--- src/isx_cfg.svh ---
// constants for the inertial sensor serial link, both ends
`ifndef ISX_CFG_SVH
`define ISX_CFG_SVH

`define ISX_MCLK_HZ      10000000
`define ISX_FRAME_BITS   32
`define ISX_CNT_W        6
`define ISX_PAY_BITS     28
`define ISX_CRC_BITS     4
`define ISX_CRC_INIT     4'hA
`define ISX_CRC_POLY     4'h1
`define ISX_ERR_WORD     32'h00000903
`define ISX_SCLK_MAX_HZ  8000000
`define ISX_HALF_CYC     4'h8
`define ISX_RATE_SPS     8000
`define ISX_RATE_DIV     (`ISX_MCLK_HZ / `ISX_RATE_SPS)
`define ISX_RATE_W       11
`define ISX_HWRST_MS     10
`define ISX_BOOT_MS      250
`define ISX_WAIT_W       22

`endif

--- src/isx_pkg.sv ---
// state types for each end of the link and the frame check that both ends share
`include "isx_cfg.svh"
package isx_pkg;

    typedef enum logic [7:0] {
        ISX_H_RESET = 8'h01,
        ISX_H_BOOT  = 8'h02,
        ISX_H_IDLE  = 8'h04,
        ISX_H_LEAD  = 8'h08,
        ISX_H_HIGH  = 8'h10,
        ISX_H_LOW   = 8'h20,
        ISX_H_TRAIL = 8'h40,
        ISX_H_GAP   = 8'h80
    } isx_hstate_t;

    typedef struct packed {
        logic                   cs_s1;
        logic                   cs_s2;
        logic                   cs_d;
        logic                   sclk_s1;
        logic                   sclk_s2;
        logic                   sclk_d;
        logic                   mosi_s1;
        logic                   mosi_s2;
        logic                   hr_s1;
        logic                   hr_s2;
        logic [31:0]            rx;
        logic [31:0]            tx;
        logic [`ISX_CNT_W-1:0]  cnt;
        logic                   oe;
        logic                   err;
        logic                   cnt_err;
        logic                   crc_err;
        logic                   ovr_err;
        logic                   out_v;
        logic [27:0]            out_d;
        logic                   sp_v;
        logic [27:0]            sp_d;
        logic [`ISX_RATE_W-1:0] div;
        logic                   tick;
    } isx_dstate_t;

    typedef struct packed {
        isx_hstate_t            st;
        logic [`ISX_WAIT_W-1:0] wait_cnt;
        logic [3:0]             div;
        logic [`ISX_CNT_W-1:0]  bits;
        logic [31:0]            tx;
        logic [31:0]            rx;
        logic                   cs_n;
        logic                   sclk;
        logic                   mosi;
        logic                   hr_n;
        logic                   miso_s1;
        logic                   miso_s2;
        logic                   rdy;
        logic                   rv;
        logic [31:0]            rword;
        logic                   rok;
    } isx_hst_t;

    // runs over the 28 payload bits, most significant first
    function automatic logic [3:0] isx_crc(input logic [27:0] d);
        logic [3:0] c;
        logic       fb;
        c  = `ISX_CRC_INIT;
        fb = 1'b0;
        for (int i = 27; i >= 0; i--) begin
            fb = c[3] ^ d[i];
            c  = {c[2:0], 1'b0} ^ (fb ? `ISX_CRC_POLY : 4'h0);
        end
        return c;
    endfunction

endpackage

--- src/isx_if.sv ---
// serial link wires between host and sensor
`timescale 1ns/10ps
interface isx_if;
    logic chip_select_low;
    logic sclk;
    logic mosi;
    logic miso_out;
    logic miso_oe;
    logic hardware_reset_low;
    logic miso;

    // released line reads high, as through a pull-up
    assign miso = miso_oe ? miso_out : 1'b1;

    modport dev (
        input  chip_select_low,
        input  sclk,
        input  mosi,
        input  hardware_reset_low,
        output miso_out,
        output miso_oe
    );

    modport host (
        output chip_select_low,
        output sclk,
        output mosi,
        output hardware_reset_low,
        input  miso
    );
endinterface

--- src/isx_dev.sv ---
// sensor end of the link: slave shifter, frame check, command buffer
`timescale 1ns/10ps
`include "isx_cfg.svh"
module isx_dev (
    input  wire logic        mclk_i,        // system clock
    input  wire logic        rst_i,         // synchronous reset, high
    isx_if.dev               lnk,           // serial link
    output logic [27:0]      cmd_data_o,    // accepted command payload
    output logic             cmd_valid_o,   // command waiting
    input  wire logic        cmd_ready_i,   // consumer takes command
    input  wire logic [27:0] resp_i,        // payload for next response
    output logic             sample_tick_o, // internal sample strobe
    output logic             spi_err_o,     // last frame failed
    output logic             cnt_err_o,     // last frame clock count wrong
    output logic             crc_err_o,     // last frame check failed
    output logic             ovr_err_o      // last frame lost, buffer full
);

    localparam isx_pkg::isx_dstate_t RST_VAL = '{
        cs_s1:   1'b1,
        cs_s2:   1'b1,
        cs_d:    1'b1,
        sclk_s1: 1'b0,
        sclk_s2: 1'b0,
        sclk_d:  1'b0,
        mosi_s1: 1'b0,
        mosi_s2: 1'b0,
        hr_s1:   1'b0,
        hr_s2:   1'b0,
        rx:      32'h00000000,
        tx:      32'h00000000,
        cnt:     6'h00,
        oe:      1'b0,
        err:     1'b0,
        cnt_err: 1'b0,
        crc_err: 1'b0,
        ovr_err: 1'b0,
        out_v:   1'b0,
        out_d:   28'h0000000,
        sp_v:    1'b0,
        sp_d:    28'h0000000,
        div:     11'h000,
        tick:    1'b0
    };

    localparam logic [`ISX_RATE_W-1:0] RATE_LAST =
        `ISX_RATE_W'(`ISX_RATE_DIV - 1);
    localparam logic [`ISX_CNT_W-1:0] FRAME_CNT =
        `ISX_CNT_W'(`ISX_FRAME_BITS);
    localparam logic [`ISX_CNT_W-1:0] CNT_MAX = 6'h3F;

    // pins are seen three cycles late: with the host's own two-flop
    // sample on miso, sclk halves under six cycles would lose bits;
    // a faster link needs the pins sampled on a faster clock

    isx_pkg::isx_dstate_t s_reg;
    isx_pkg::isx_dstate_t s_next;

    // per-cycle helpers, all set by the process below
    logic        cs_fall;
    logic        cs_rise;
    logic        sc_rise;
    logic        sc_fall;
    logic        good;
    logic        cnt_ok;
    logic        crc_ok;
    logic        room;
    logic [27:0] word;
    logic [5:0]  cnt_base;

    always_comb begin
        s_next = s_reg;
        // first stages feed only the second stages
        s_next.cs_s1   = lnk.chip_select_low;
        s_next.cs_s2   = s_reg.cs_s1;
        s_next.sclk_s1 = lnk.sclk;
        s_next.sclk_s2 = s_reg.sclk_s1;
        s_next.mosi_s1 = lnk.mosi;
        s_next.mosi_s2 = s_reg.mosi_s1;
        s_next.hr_s1   = lnk.hardware_reset_low;
        s_next.hr_s2   = s_reg.hr_s1;
        s_next.cs_d    = s_reg.cs_s2;
        s_next.sclk_d  = s_reg.sclk_s2;
        s_next.tick    = 1'b0;

        // sclk is only ever observed, never driven from here
        cs_fall = s_reg.cs_d & ~s_reg.cs_s2;
        cs_rise = ~s_reg.cs_d & s_reg.cs_s2;
        sc_rise = ~s_reg.sclk_d & s_reg.sclk_s2 & ~s_reg.cs_s2;
        sc_fall = s_reg.sclk_d & ~s_reg.sclk_s2 & ~s_reg.cs_s2;

        word   = s_reg.rx[31:4];
        cnt_ok = (s_reg.cnt == FRAME_CNT);
        crc_ok = (isx_pkg::isx_crc(word) == s_reg.rx[3:0]);
        good   = cnt_ok & crc_ok;
        room   = 1'b1;

        // an sclk rise landing with the select fall counts from zero,
        // not on top of the previous frame's total
        cnt_base = cs_fall ? 6'h00 : s_reg.cnt;

        // drain side of the two-entry buffer
        // the spare moves up first, so commands keep their order
        if (s_reg.out_v && cmd_ready_i) begin
            if (s_reg.sp_v) begin
                s_next.out_d = s_reg.sp_d;
                s_next.sp_v  = 1'b0;
            end else begin
                s_next.out_v = 1'b0;
            end
        end

        // prepared word goes into the shifter before the first rise
        if (cs_fall) begin
            s_next.oe  = 1'b1;
            s_next.cnt = 6'h00;
            // the error word replaces the answer, whatever was asked
            if (s_reg.err) begin
                s_next.tx = `ISX_ERR_WORD;
            end else begin
                s_next.tx = {resp_i, isx_pkg::isx_crc(resp_i)};
            end
        end

        if (sc_rise) begin
            s_next.rx = {s_reg.rx[30:0], s_reg.mosi_s2};
            // saturates, so a runaway clock still reads as a wrong count
            if (cnt_base != CNT_MAX) begin
                s_next.cnt = cnt_base + 6'h01;
            end
        end

        // a clash with the select fall keeps the newly loaded first bit
        if (sc_fall && !cs_fall) begin
            s_next.tx = {s_reg.tx[30:0], 1'b0};
        end

        // all frame results settle at the end of the frame
        if (cs_rise) begin
            s_next.oe = 1'b0;
            room = ~(s_next.out_v & s_next.sp_v);
            // a full buffer drops the word rather than stall the link;
            // the host learns of it from the error word next frame
            if (good && room) begin
                if (!s_next.out_v) begin
                    s_next.out_v = 1'b1;
                    s_next.out_d = word;
                end else begin
                    s_next.sp_v = 1'b1;
                    s_next.sp_d = word;
                end
            end
            // a failed frame never reaches the consumer
            s_next.err     = ~(good & room);
            s_next.cnt_err = ~cnt_ok;
            s_next.crc_err = cnt_ok & ~crc_ok;
            s_next.ovr_err = good & ~room;
        end

        // sample strobe runs off the system clock, not sclk; a held hardware reset restarts it
        if (s_reg.div == RATE_LAST) begin
            s_next.div  = 11'h000;
            s_next.tick = 1'b1;
        end else begin
            s_next.div = s_reg.div + 11'h001;
        end

        // held hardware reset clears all but the synchronisers, which
        // keep running so the release is seen on its own edge; a reset
        // inside a frame leaves a short count, reported next frame
        if (!s_reg.hr_s2) begin
            s_next         = RST_VAL;
            s_next.cs_s1   = lnk.chip_select_low;
            s_next.cs_s2   = s_reg.cs_s1;
            s_next.cs_d    = s_reg.cs_s2;
            s_next.sclk_s1 = lnk.sclk;
            s_next.sclk_s2 = s_reg.sclk_s1;
            s_next.sclk_d  = s_reg.sclk_s2;
            s_next.mosi_s1 = lnk.mosi;
            s_next.mosi_s2 = s_reg.mosi_s1;
            s_next.hr_s1   = lnk.hardware_reset_low;
            s_next.hr_s2   = s_reg.hr_s1;
        end
    end

    always_ff @(posedge mclk_i) begin
        if (rst_i) begin
            s_reg <= RST_VAL;
        end else begin
            s_reg <= s_next;
        end
    end

    // answer of one frame is shifted out in the next one
    assign lnk.miso_out  = s_reg.tx[31];
    assign lnk.miso_oe   = s_reg.oe;

    // consumer side; the flags describe the latest frame only
    assign cmd_data_o    = s_reg.out_d;
    assign cmd_valid_o   = s_reg.out_v;
    assign sample_tick_o = s_reg.tick;
    assign spi_err_o     = s_reg.err;
    assign cnt_err_o     = s_reg.cnt_err;
    assign crc_err_o     = s_reg.crc_err;
    assign ovr_err_o     = s_reg.ovr_err;

endmodule

--- src/flat_wrapper.sv ---
// flat-port wrapper written by rule: the top's interface ports become plain ports
module isx_dev_flat 
  (mclk_i, rst_i, cmd_data_o, cmd_valid_o, cmd_ready_i, resp_i, sample_tick_o, spi_err_o, cnt_err_o, crc_err_o, ovr_err_o, lnk_chip_select_low, lnk_sclk, lnk_mosi, lnk_hardware_reset_low, lnk_miso_out, lnk_miso_oe);
  isx_if lnk_i ();
  input  wire logic mclk_i;
  input  wire logic rst_i;
  output logic [27:0] cmd_data_o;
  output logic cmd_valid_o;
  input  wire logic cmd_ready_i;
  input  wire logic [27:0] resp_i;
  output logic sample_tick_o;
  output logic spi_err_o;
  output logic cnt_err_o;
  output logic crc_err_o;
  output logic ovr_err_o;
  input wire logic [$bits(lnk_i.chip_select_low)-1:0] lnk_chip_select_low;
  input wire logic [$bits(lnk_i.sclk)-1:0] lnk_sclk;
  input wire logic [$bits(lnk_i.mosi)-1:0] lnk_mosi;
  input wire logic [$bits(lnk_i.hardware_reset_low)-1:0] lnk_hardware_reset_low;
  output wire logic [$bits(lnk_i.miso_out)-1:0] lnk_miso_out;
  output wire logic [$bits(lnk_i.miso_oe)-1:0] lnk_miso_oe;
  assign lnk_i.chip_select_low = lnk_chip_select_low;
  assign lnk_i.sclk = lnk_sclk;
  assign lnk_i.mosi = lnk_mosi;
  assign lnk_i.hardware_reset_low = lnk_hardware_reset_low;
  assign lnk_miso_out = lnk_i.miso_out;
  assign lnk_miso_oe = lnk_i.miso_oe;
  isx_dev u_core (.mclk_i(mclk_i), .rst_i(rst_i), .lnk(lnk_i), .cmd_data_o(cmd_data_o), .cmd_valid_o(cmd_valid_o), .cmd_ready_i(cmd_ready_i), .resp_i(resp_i), .sample_tick_o(sample_tick_o), .spi_err_o(spi_err_o), .cnt_err_o(cnt_err_o), .crc_err_o(crc_err_o), .ovr_err_o(ovr_err_o));
endmodule
--- config.mk ---
export PLATFORM = sky130hd
export DESIGN_NAME = isx_dev_flat
export DESIGN_NICKNAME = d
export VERILOG_FILES = /design/src/isx_pkg.sv /design/src/isx_if.sv /design/src/isx_dev.sv /design/src/flat_wrapper.sv
export VERILOG_INCLUDE_DIRS = /design/src
export SDC_FILE = /design/constraint.sdc
export NUM_CORES = 1
export LEC_CHECK = 0
export ABC_AREA = 1
export BUFFER_PORTS_ARGS = -buffer_cell sky130_fd_sc_hd__buf_2
export CAP_MARGIN = 10
export CORE_MARGIN = 3
export CORE_UTILIZATION = 35
export DETAILED_ROUTE_END_ITERATION = 10
export SYNTH_ARGS = -nofsm -noshare
export SYNTH_HDL_FRONTEND = slang
export SYNTH_SLANG_ARGS = --single-unit
--- constraint.sdc ---
create_clock -name mclk_i -period 3.05 [get_ports mclk_i]
set_clock_uncertainty 0.15 [all_clocks]
set_input_delay 0.1525 -clock mclk_i [delete_from_list [all_inputs] [get_ports mclk_i]]
set_output_delay 0.1525 -clock mclk_i [all_outputs]
set_load 0.01 [all_outputs]
# Word level (Yosys, flattened, before mapping)
# Cells that the tools add are included.
dict set report totals {
  reg_bits 155
  in_bits 35
  out_inout_bits 36
}
dict set report op_classes {
  add_sub_neg 2
  eq_ne 4
  n_mux 70
  bitwise_logic 130
  reduce_logical 10
}
# operator count
set op_table {}
lappend op_table {{XOR 4 bit} 54}
lappend op_table {{two-way mux 32 bit} 2}
lappend op_table {{two-way mux 63 bit} 1}
lappend op_table {{two-way mux 1 bit} 58}
lappend op_table {{two-way mux 29 bit} 2}
lappend op_table {{two-way mux 58 bit} 1}
lappend op_table {{XOR 1 bit} 52}
lappend op_table {{two-way mux 39 bit} 1}
lappend op_table {{two-way mux 30 bit} 1}
lappend op_table {{two-way mux 28 bit} 1}
lappend op_table {{two-way mux 6 bit} 3}
lappend op_table {{adder 11 x 1 -> 11 bit (second input constant)} 1}
lappend op_table {{AND 1 bit} 11}
lappend op_table {{== test 11 bit (second input constant)} 1}
lappend op_table {{inverter 1 bit} 9}
lappend op_table {{OR reduction 3 bit} 3}
lappend op_table {{adder 6 x 1 -> 6 bit (second input constant)} 1}
lappend op_table {{== test 6 bit (second input constant)} 1}
lappend op_table {{!= test 6 bit (second input constant)} 1}
lappend op_table {{== test 4 bit} 1}
lappend op_table {{logical AND 1 bit} 3}
lappend op_table {{AND reduction 3 bit} 1}
lappend op_table {{inverter 1 bit (first input constant)} 2}
lappend op_table {{nonzero test 2 bit} 1}
lappend op_table {{3 further kinds} 4}

# Logic depth before layout (Yosys ltp)
# Gate-level depths: netlist of the first run.
dict set report depth {
  depth_word 86
  depth_mapped 17
  depth_no_buf 15
}

# Worst setup path before layout of the first run
# OpenSTA, ideal clock, no wires.
dict set report synth_path {
  kind {register to register}
  start {register u_core.s_reg[140] in the netlist's numbering}
  end {register u_core.s_reg, in the netlist u_core.cmd_data_o[7]}
  t_arrival_ns 1.596
  required_ns 2.787
  path_slack_ns 1.191
  stages_incl_launch_ff 16
  period_less_slack_ns 1.859
  path_cell_list {dfxtp_1 -> inv_1 -> nand2_1 -> nand2_1 -> nor2_1 -> inv_1 -> nand2_1 -> nand2_1 -> nand2_1 -> nand3_2 -> nor2_4 -> nand3_1 -> buf_4 -> buf_2 -> nor2_1 -> nor2_1}
}
dict set report synth_between {
  elab_chain_len 41
}
# item line_no
set synth_rtl {}
lappend synth_rtl {{from (decl)} isx_dev.sv:56} ;# isx_pkg::isx_dstate_t s_reg;
lappend synth_rtl {{from (signal assigned)} isx_dev.sv:190} ;# s_reg <= s_next;
lappend synth_rtl {{XOR 1 bit} isx_pkg.sv:69} ;# fb = c[3] ^ d[i];
lappend synth_rtl {{two-way mux 1 bit} isx_pkg.sv:70} ;# c = {c[2:0], 1'b0} ^ (fb ? `ISX_CRC_POLY : 4'h0);
lappend synth_rtl {{XOR 4 bit (4 in a row)} isx_pkg.sv:70}
lappend synth_rtl {{XOR 1 bit} isx_pkg.sv:69}
lappend synth_rtl {{two-way mux 1 bit} isx_pkg.sv:70}
lappend synth_rtl {{XOR 4 bit (4 in a row)} isx_pkg.sv:70}
lappend synth_rtl {{XOR 1 bit} isx_pkg.sv:69}
lappend synth_rtl {{two-way mux 1 bit} isx_pkg.sv:70}
lappend synth_rtl {{(+16 left out)} --}
lappend synth_rtl {{XOR 1 bit} isx_pkg.sv:69}
lappend synth_rtl {{two-way mux 1 bit} isx_pkg.sv:70}
lappend synth_rtl {{XOR 4 bit (4 in a row)} isx_pkg.sv:70}
lappend synth_rtl {{== test 4 bit} isx_dev.sv:94} ;# crc_ok = (isx_pkg::isx_crc(word) == s_reg.rx[3:0]);
lappend synth_rtl {{AND 1 bit} isx_dev.sv:95} ;# good = cnt_ok & crc_ok;
lappend synth_rtl {{logical AND 1 bit} isx_dev.sv:144} ;# if (good && room) begin
lappend synth_rtl {{two-way mux 58 bit} isx_dev.sv:144}
lappend synth_rtl {{two-way mux 63 bit} isx_dev.sv:139} ;# if (cs_rise) begin
# No other way between the ends.
# A chain may end at the register's enable or synchronous reset.

# Final worst setup path of the first run
dict set report layout_path {
  start {register u_core.s_reg[153] in the netlist's numbering}
  end {register u_core.s_reg, in the netlist u_core.cmd_data_o[26]}
}
dict set report layout_between {
  elab_chain_len 2
}
# item line_no
set layout_rtl {}
lappend layout_rtl {{AND 1 bit} isx_dev.sv:88} ;# cs_rise = ~s_reg.cs_d & s_reg.cs_s2;
lappend layout_rtl {{two-way mux 63 bit} isx_dev.sv:139}
# No other way between the ends.

==> summary.md, run 1 <==
| Metric | Value |
|---|---|
| Outcome | completed |
| Post-CTS Resized | 0 |
| Global Route Usage Sum | 0.1496 |
| Worst Tran Pin Value | 1060 ps |
| IO buf count | 70 |
| Finished Core Util | 0.4239 |
| Critical path startpoint category | register |
| CTS clk-pin slew, worst paths | about 70 ps |
| Yosys cell types | 35 |
| Leakage | 4.229 nW |
| Crit end category | register |
| Die ar. | 22570 um2 |
| Commonest non-fill, non-tap cell in the layout | nand2_1 |
| FF+latch area | 3103 um2 |
| TritonCTS Buffers | 17 |
| Initial antenna violation count | 0 |
| Via/cell ratio | 4.434 |
| Arr. time, crit path | 2380 ps |
| Routed wire length | 15930 um |
| Largest net degree at the start of global routing | 60 |
| Worst vdd ir | 0.3778 mV |
| Clk pwr share | 0.487 |
| Slew margin rel. | 0.2907 |
| Unrepaired setup endpoints after global routing | false |
| Ports | 71 |
| Number of antenna diodes | 0 |
| Critical path type | register to register |
| Clk sink count | 155 |
| Slew Viols, Final | 0 |
| Sw Share | 0.2425 |
| Root Driver | clkbuf_16 |
| Share of layout cells above drive strength 1 | 0.1116 |
| Total grt overflow | 0 |
| Synth Register Bits | about 160 |
| Setup Viol. Count Final | 0 |
| Max Clock Freq | between 400 and 500 MHz |
| FF-to-FF setup slack | 880 ps |
| Later-pin clock latency in the skew report | ~420 ps |
| Core ar. | 20360 um2 |
| Multi-input gate area | 3138 um2 |
| Max Cap Viol | 0 |
| Post-CTS setup repair buffer count | 0 |
| Layout area overhead | 18.56% |
| Iter 0 DRT Violations | 286 |
| Mapped cell area | 7281 um2 |
| Tcrit/Tclk final | 0.7121 |
| CP max FO | 56 |
| Syn nets | 1126 |
| Tightest Hold Check Type | input port to register |
| Layout Nets | 1190 |
| Clock tree from TritonCTS | yes |
| DR pass1 iterations | 4 |
| Max Buffers Root-to-Sink | 2 |
| Antenna viol nets, final | 0 |
| Power Density | 501.2 nW/um2 |
| Gate Count Post-Synth | 1088 |
| Sequential share of power | 0.470 |
| Detail Placement HPWL | roughly 10000 um |
| Die H | about 150 um |
| Row count | 52 |
| CP required | 3260 ps |
| First-pass GRT wire length | 27590 um |
| Fill cells | around 2.1k |
| Drt drc | 0 |
| Min cycle time layout | 2172 ps |
| Final hold violations | 0 |
| Total negative setup slack | 0 ps |
| DR WL/cell | 11.10 um |
| Starting Density | 0.3575 |
| Post-synthesis sequential area ratio | 0.4262 |
| Die Width | 150.2 um |
| Post-Syn Area per Cell | 6.692 um2 |
| Htree depth | 4 |
| Number of global-route vias before repair | 5990 |
| Int Pwr | 3.277 mW |
| Most frequent cells in the layout | 267 x nand2_1, 199 x nor2_1, 157 x inv_1 |
| Routability cong. | 0.7912 |
| NetSw | roughly 1.0 mW |
| Max reg flops | 119 |
| Vias | 6363 |
| Combinational Power Share | 0.043 |
| Ys Warns | 0 |
routing by layer:
layer,up-vias,routed length [um],GRT usage,part of all wire
met5,-,0,0,0
met4,0,142,0.03980,0.0089
met3,11,740,0.04425,0.046
met2,108,7358,0.2528,0.46
met1,2799,7692,0.1865,0.48
li1,3445,-,-,-
what timing repair did:
action                                  in CTS  in global routing
hold buffers                                36                  0
endpoints found under the setup margin       0                  0
endpoints found under the hold margin       37                  0
synth_stat cells, drive strengths merged:
library cell / instances / share of area
buf: 42 / 0.042
o22ai: 3 / 0.0026
o21ai: 58 / 0.040
nor4: 2 / 0.0038
a31oi: 4 / 0.0034
inv: 165 / 0.085
or4: 1 / 0.0010
or2: 2 / 0.0017
nand3: 20 / 0.014
xnor2: 19 / 0.023
clkbuf: 31 / 0.016
nand4: 4 / 0.0043
a21oi: 74 / 0.051
ha: 3 / 0.0052
o2111ai: 1 / 0.0012
nor2: 200 / 0.10
nand2: 268 / 0.14
clkinv: 2 / 0.0010
dfxtp: 155 / 0.43
nor3: 5 / 0.0034
o31ai: 1 / 0.0010
nor3b: 3 / 0.0031
o221ai: 13 / 0.016
xor2: 5 / 0.0060
nand3b: 1 / 0.0010
o211ai: 5 / 0.0052
o21a: 1 / 0.0010
path summary, 6_finish.rpt:
kind,startpoint,to,depth (start not counted)
setup / recovery,u_core.s_reg[153],u_core.cmd_data_o[26],9
hold / removal,resp_i[4],u_core.s_reg[89],5
setup reg to reg,u_core.s_reg[153],u_core.cmd_data_o[26],9
hold reg to reg,u_core.s_reg[148],u_core.s_reg[147],2
power groups by stage:
stage          clock (mW)  sequential [mW]  combinational (mW)
6_report             2.11             2.03               0.185
3_3_place_gp            0             2.08               0.148
4_1_cts              2.16             2.03               0.184
5_1_grt              2.26             2.03               0.207
2_1_floorplan           0             2.08              0.0927
3_5_place_dp            0             2.08               0.149
worst max-delay path, stage by stage (launching register included):
cell	delay, ps
dfxtp_1	310
inv_1	80
nor2_1	290
inv_1	180
nor4_4	450
nand3_2	150
buf_12	200
nand2_1	100
nand2_1	50
nor2_1	100
per-stage QoR:
stage	hold WS, ps	cell area, um2	total power [mW]	instances	setup slack [ps]
floorplan	106.3	7281	2.173	1088	1191
global placement	196.1	7685	2.229	1367	931.7
detailed placement	195.1	7685	2.230	1367	902.8
CTS	2.365	8632	4.380	1435	875.9
global route	29.37	8632	4.503	1435	707.5
finish	18.00	8632	4.326	1435	878.1
final cells by class:
type	instances	area share
multi-input combinational	693	0.3635
sequential	155	0.3595
timing repair buffer	118	0.09712
inverter	167	0.07276
clock buffer	17	0.04928
tap	270	0.03914
clock inverter	15	0.01870
cells by family after synthesis:
| group | after synthesis | share of synthesized area |
|---|---|---|
| adder cells (fa/ha/maj) | 3 | 0.005156 |
| flip-flops | 155 | 0.4262 |
| AO/OA/AOI/OAI | 160 | 0.1208 |
| buffers and inverters | 240 | 0.1438 |
| AND/OR/NAND/NOR | 506 | 0.2751 |
| XOR/XNOR | 24 | 0.02887 |
Power figures use the tool's default switching activity.
==> inputs of run 2 (changes only) <==
==> constraint.sdc (replaced) <==
create_clock -name mclk_i -period 1.9 [get_ports mclk_i]
set_clock_uncertainty 0.15 [all_clocks]
set_input_delay 0.095 -clock mclk_i [delete_from_list [all_inputs] [get_ports mclk_i]]
set_output_delay 0.095 -clock mclk_i [all_outputs]
set_load 0.01 [all_outputs]
==> run 2 against run 1 <==
Compared with the run above:
- the run now ends with setup timing left
- power grew 60%
- count of clock-buffer cells in the layout rose by 2
- sequential share of layout area fell by 2.7 points
- core utilization increased by 3.9 points
- via count increased by 4.1%
- setup slack worse by 950 ps
- sequential cell count is the same
- critical path depth increased by 6
- first-iteration DRC count fell by 16%
- cell count grew 4.6%
- critical path type unchanged
- critical endpoint is now u_core.cmd_data_o[10]
- largest cell class unchanged
==> summary.md, run 2 (synthesis gave the netlist of run 1 again) <==
| Metric | Value |
|---|---|
| Slew Viols, Final | 0 |
| Drt drc | 0 |
| Post-route cell area | 9422 um2 |
| Layout area overhead | 29.40% |
| Share of layout cells above drive strength 1 | 0.2006 |
| Detail Placement HPWL | roughly 11000 um |
| Root Driver | clkbuf_16 |
| Max Cap Viol | 0 |
| Outcome | finished with violations |
| Min cycle time layout | 1972 ps |
| Routed wire length | 17180 um |
| Layout Nets | around 1.3k |
| NetSw | 1.556 mW |
| Die ar. | approximately 23000 um2 |
| DR WL/cell | 11.45 um |
| FF+latch area | 3128 um2 |
| Number of antenna diodes | 0 |
| Number of global-route vias before repair | 5863 |
| CP max stage delay | 360 ps |
| Commonest non-fill, non-tap cell in the layout | nand2_1 |
| Tcrit/Tclk final | 1.038 |
| Global Route Usage Sum | 0.1530 |
| Placed instance area | 8160 um2 |
| TritonCTS Buffers | 17 |
| Worst vdd ir | 0.6067 mV |
| Worst path cell trace | inv_2, nand2_2, nand2_1, nand2_2, nand2_1, nand2_1, nand3_1, nand2_1, nand2_2, nor2_4, nand3_4, clkbuf_16, nand2_1, nand2_1, nor2_1 |
| Die H | 150.2 um |
| Crit end category | register |
| Ports | 71 |
| Arr. time, crit path | 2180 ps |
| Fin worst setup slack | -71.98 ps |
| Sequential share of power | 0.471 |
| Power Density | 734.9 nW/um2 |
| Largest net degree at the start of global routing | 60 |
| Critical path type | register to register |
| Clk pwr share | 0.482 |
| Leakage | roughly 4.7 nW |
| Clock tree from TritonCTS | yes |
| Buf+Inv Stages, Crit Path | 2 |
| Vias | 6623 |
| Place WS | -64.51 ps |
| CTS clk-pin slew, worst paths | roughly 60 ps |
| Critical path startpoint category | register |
| Initial antenna violation count | 0 |
| DR pass1 iterations | 4 |
| CP required | between 2000 and 2500 ps |
| Max reg flops | 119 |
| Clk sink count | 155 |
| Die Width | 150.2 um |
| Worst Tran Pin Value | 352.9 ps |
| CP max FO | 14 |
| Fill cells | 2010 |
| Int Pwr | 5.368 mW |
| Tightest Hold Check Type | register to register |
| Combinational Power Share | 0.047 |
| Htree depth | 4 |
| Antenna viol nets, final | 0 |
| Total power draw | slightly below 7 mW |
| Most frequent CP cell | nand2_1 |
| Later-pin clock latency in the skew report | 420 ps |
| Max Buffers Root-to-Sink | 2 |
| Setup Viol. Count Final | 27 |
| Sw Share | 0.2247 |
| Routability cong. | 0.8029 |
| Via/cell ratio | 4.412 |
| CP max stage cell | dfxtp_2 |
| Final hold violations | 0 |
| Total grt overflow | 0 |
| Max Clock Freq | 507.1 MHz |
| Most frequent cells in the layout | 252 x nand2_1, 188 x nor2_1, 152 x inv_1 |
| Multi-input gate area | about 3300 um2 |
| Starting Density | 0.3575 |
| Largest delay share family, worst path | simple AND/OR/NAND/NOR gates |
| Slew margin rel. | 0.7631 |
| Row count | 52 |
| Unrepaired setup endpoints after global routing | true |
| First-pass GRT wire length | 27870 um |
| Core ar. | 20360 um2 |
| Iter 0 DRT Violations | 241 |
| Failing checks | setup timing |
| IO buf count | 70 |
run 2: cell types whose count changed in the layout (fill, tap and decap cells not counted), moves of 9 or more:
cell	before	now
dfxtp_1	155	139
buf_4	9	65
nand2_1	267	252
nor2_1	199	188
dfxtp_2	0	14
nor2_2	0	9
nand2_2	1	15
run 2: routing by layer:
layer  part of all wire  global-route usage  vias to the layer above
li1                   -                   -                     3571
met1               0.46              0.1893                     2922
met3              0.044             0.03552                       16
met4              0.012             0.04803                        0
met2               0.48              0.2640                      114
met5                  0                   0                        -
run 2: final timing paths:
kind / start / to / slack, ps / cells past startpoint
worst max-delay path: u_core.s_reg[137] / u_core.cmd_data_o[10] / -70 / 15
worst max register to register: u_core.s_reg[137] / u_core.cmd_data_o[10] / -70 / 15
worst min-delay path: u_core.s_reg[151] / u_core.s_reg[150] / 260 / 2
worst min register to register: u_core.s_reg[151] / u_core.s_reg[150] / 260 / 2
run 2: tightest hold or removal path: stages (launching register included):
cell and delay [ps]:
dfxtp_1 300, inv_1 40, nor2_1 30
run 2: power groups by stage:
stage               Combinational [mW]  Clock (mW)  Sequential, mW
finish                           0.323        3.34            3.26
floorplan                        0.149           0            3.34
CTS                              0.318        3.43            3.26
detailed placement               0.257           0            3.34
global placement                 0.257           0            3.34
global route                     0.360        3.55            3.26
run 2: area by class of cell:
| class | count | share of cell area |
|---|---|---|
| multi-input cells | 693 | 0.3497 |
| flip-flops and latches | 155 | 0.3320 |
| repair buffers | 184 | 0.1546 |
| inverters | 167 | 0.06667 |
| clock buffers | 19 | 0.04595 |
| well taps | 270 | 0.03586 |
| clock inverters | 13 | 0.01527 |
run 2: repair_timing:
action                                  CTS  global route
buffers inserted                          1             5
hold buffers                             38             0
hold endpoints to repair                 41             0
gates cloned                              1             2
resized for setup                        16            51
pin swaps                                 1             5
endpoints found under the setup margin   58            67
run 2: metrics by stage:
step	setup TNS, ps	utilization	std cells	hold WS (ps)
finish	-1284	0.4626	1501	255.5
global route	-7677	0.4626	1501	276.2
global placement	-3094	0.4007	1422	133.1
detailed placement	-2117	0.4007	1422	139.1
floorplan	0	-	1088	48.81
CTS	-38.63	0.4515	1494	257.6
==> inputs of run 3 (changes only) <==
==> constraint.sdc (replaced) <==
create_clock -name mclk_i -period 1.9 [get_ports mclk_i]
set_clock_uncertainty 0.15 [all_clocks]
set_input_delay 0.19 -clock mclk_i [delete_from_list [all_inputs] [get_ports mclk_i]]
set_output_delay 0.19 -clock mclk_i [all_outputs]
set_load 0.01 [all_outputs]
==> run 3 against run 2 <==
Compared with the run above:
- the run still ends with setup timing left
- sequential cell count stayed put
- combinational power is 4% lower
- cell count is 0.27% lower
- core utilization is 0.067 points lower
- final area is 0.15% lower
- first-iteration DRC count is 32% higher
- count of clock-buffer cells in the layout is 1 lower
- highest routed layer unchanged
==> summary.md, run 3 (synthesis gave the netlist of run 1 again) <==
| Metric | Value |
|---|---|
| NetSw | 1.614 mW |
| Combinational Power Share | 0.044 |
| Die H | 150.2 um |
| Drt drc | 0 |
| Worst vdd ir | between 0.5 and 0.6 mV |
| Total power draw | 6.994 mW |
| Die Width | 150.2 um |
| Clk pwr share | 0.489 |
| Outcome | finished with violations |
| Share of layout cells above drive strength 1 | 0.2103 |
| CP max stage cell | dfxtp_2 |
| Setup Viol. Count Final | 32 |
| Number of antenna diodes | 0 |
| Tightest Hold Check Type | input port to register |
| Initial antenna violation count | 0 |
| Row count | 52 |
| DR WL/cell | 11.42 um |
| DR pass1 iterations | 4 |
| Arr. time, crit path | 2190 ps |
| Routability cong. | 0.7763 |
| Clock tree from TritonCTS | yes |
| CP required | around 2100 ps |
| Power Density | around 740 nW/um2 |
| Tcrit/Tclk final | 1.062 |
| Htree depth | 4 |
| Root Driver | clkbuf_16 |
| Clk sink count | ~160 |
| Worst Hold Slack | between 20 and 25 ps |
| Buf+Inv Stages, Crit Path | 3 |
| Commonest non-fill, non-tap cell in the layout | nand2_1 |
| Sequential share of power | 0.467 |
| Max Clock Freq | 495.4 MHz |
| Failing checks | setup timing |
| Worst path cell trace | inv_1, nand2_1, nand2_1, nand2_1, nand2_1, nand2_1, nand2_1, nand2_1, nand2_1, nand2_2, nor2_4, nand3_4, buf_6, clkbuf_16, nor2_1, nor2_1 |
| Layout area overhead | 29.21% |
| Sw Share | 0.2308 |
| Via/cell ratio | roughly 4.4 |
| First-pass GRT wire length | approximately 28000 um |
| Int Pwr | 5.380 mW |
| Detail Placement HPWL | 11060 um |
| Final hold violations | 0 |
| Most frequent CP cell | nand2_1 |
| Leakage | 4.603 nW |
| Most frequent cells in the layout | 241 x nand2_1, 179 x nor2_1, 153 x inv_1 |
| TritonCTS Buffers | 17 |
| Slew margin rel. | 0.7550 |
| Crit end category | register |
| Largest delay share family, worst path | simple AND/OR/NAND/NOR gates |
| IO buf count | 70 |
| Layout Nets | 1252 |
| Ports | 71 |
| Iter 0 DRT Violations | 317 |
| CTS clk-pin slew, worst paths | 70 ps |
| Routed wire length | 17090 um |
| Antenna viol nets, final | 0 |
| Fin worst setup slack | -118.4 ps |
| Global Route Usage Sum | 0.1538 |
| CP max stage delay | 330 ps |
| Min cycle time layout | 2018 ps |
| Number of global-route vias before repair | 6213 |
| Fill cells | approximately 2.0k |
| Vias | between 6k and 7k |
| Die ar. | 22570 um2 |
| Unrepaired setup endpoints after global routing | true |
| Starting Density | 0.3575 |
| Max Cap Viol | 0 |
| Max reg flops | ~120 |
| CP max FO | 7 |
| Slew Viols, Final | 0 |
| Max Buffers Root-to-Sink | 2 |
| Total grt overflow | 0 |
| Largest net degree at the start of global routing | 68 |
| Core ar. | 20360 um2 |
| Later-pin clock latency in the skew report | 420 ps |
| Critical path startpoint category | register |
| Worst Tran Pin Value | 364.8 ps |
| Critical path type | register to register |
-- run 3: changes by cell type in the layout (fill, tap and decap cells not counted), moves of 3 or more --
cell,delta
nand2_2,+10
nor2_1,-9
nor2_2,+8
nand2_1,-11
dfxtp_1,+5
dlygate4sd3_1,-4
dfxtp_2,-4
inv_6,+3
clkinv_2,-3
-- run 3: layout make-up --
| cell class | count | area, um2 | area share |
|---|---|---|---|
| well taps | 270 | 337.8 | 0.03591 |
| flip-flops and latches | 155 | 3119 | 0.3316 |
| clock inverters | 14 | 162.7 | 0.01729 |
| clock buffers | 18 | 429.2 | 0.04562 |
| repair buffers | 180 | 1416 | 0.1506 |
| inverters | 167 | 628.1 | 0.06676 |
| multi-input cells | 693 | 3314 | 0.3523 |
-- run 3: tightest hold or removal path: cells and delay by family --
family | cells | cell delay, ps
buffers and inverters | 3 | 180
AO/OA/AOI/OAI | 2 | 200
-- run 3: per-layer routing --
layer  global-route usage  vias to the layer above  routed length, um
met2               0.2690                       88               8484
met5                    0                        -                  0
met1               0.1883                     2939               7796
li1                     -                     3556                  -
met4              0.04437                        0                161
met3              0.03672                       16                647
-- run 3: power groups by stage --
stage | Clock (mW) | Combinational (mW) | Sequential (mW)
after floorplan | 0 | 0.149 | 3.34
after global placement | 0 | 0.254 | 3.34
after detailed placement | 0 | 0.255 | 3.34
after CTS | 3.52 | 0.309 | 3.27
after global routing | 3.67 | 0.343 | 3.26
final | 3.42 | 0.310 | 3.26
-- run 3: timing repair --
action                                  CTS  global route
pin swaps                                 1             6
endpoints found under the setup margin   61            83
hold endpoints to repair                 35             0
resized for setup                        12            68
hold buffers                             34             0
buffers inserted                          1             4
gates cloned                              0             4
-- run 3: final timing paths --
kind / from / to / slack [ps] / cells after the start
worst max-delay path: u_core.s_reg[125] / u_core.cmd_data_o[19] / -120 / 16
worst min-delay path: resp_i[7] / u_core.s_reg[92] / 20 / 5
worst max register to register: u_core.s_reg[125] / u_core.cmd_data_o[19] / -120 / 16
worst min register to register: u_core.s_reg[151] / u_core.s_reg[150] / 250 / 2
-- run 3: per-stage QoR --
| stage | setup slack, ps | instance area (um2) | setup TNS [ps] | util | std cells |
|---|---|---|---|---|---|
| CTS | -34.47 | 9121 | -255.6 | 0.4479 | 1489 |
| detailed placement | -80.93 | 8148 | -2675 | 0.4001 | 1422 |
| global placement | -67.26 | 8148 | -2082 | 0.4001 | 1422 |
| global route | -246.8 | 9408 | -10420 | 0.4620 | 1497 |
| floorplan | 41.44 | 7281 | 0 | - | 1088 |
| finish | -118.4 | 9408 | -1818 | 0.4620 | 1497 |
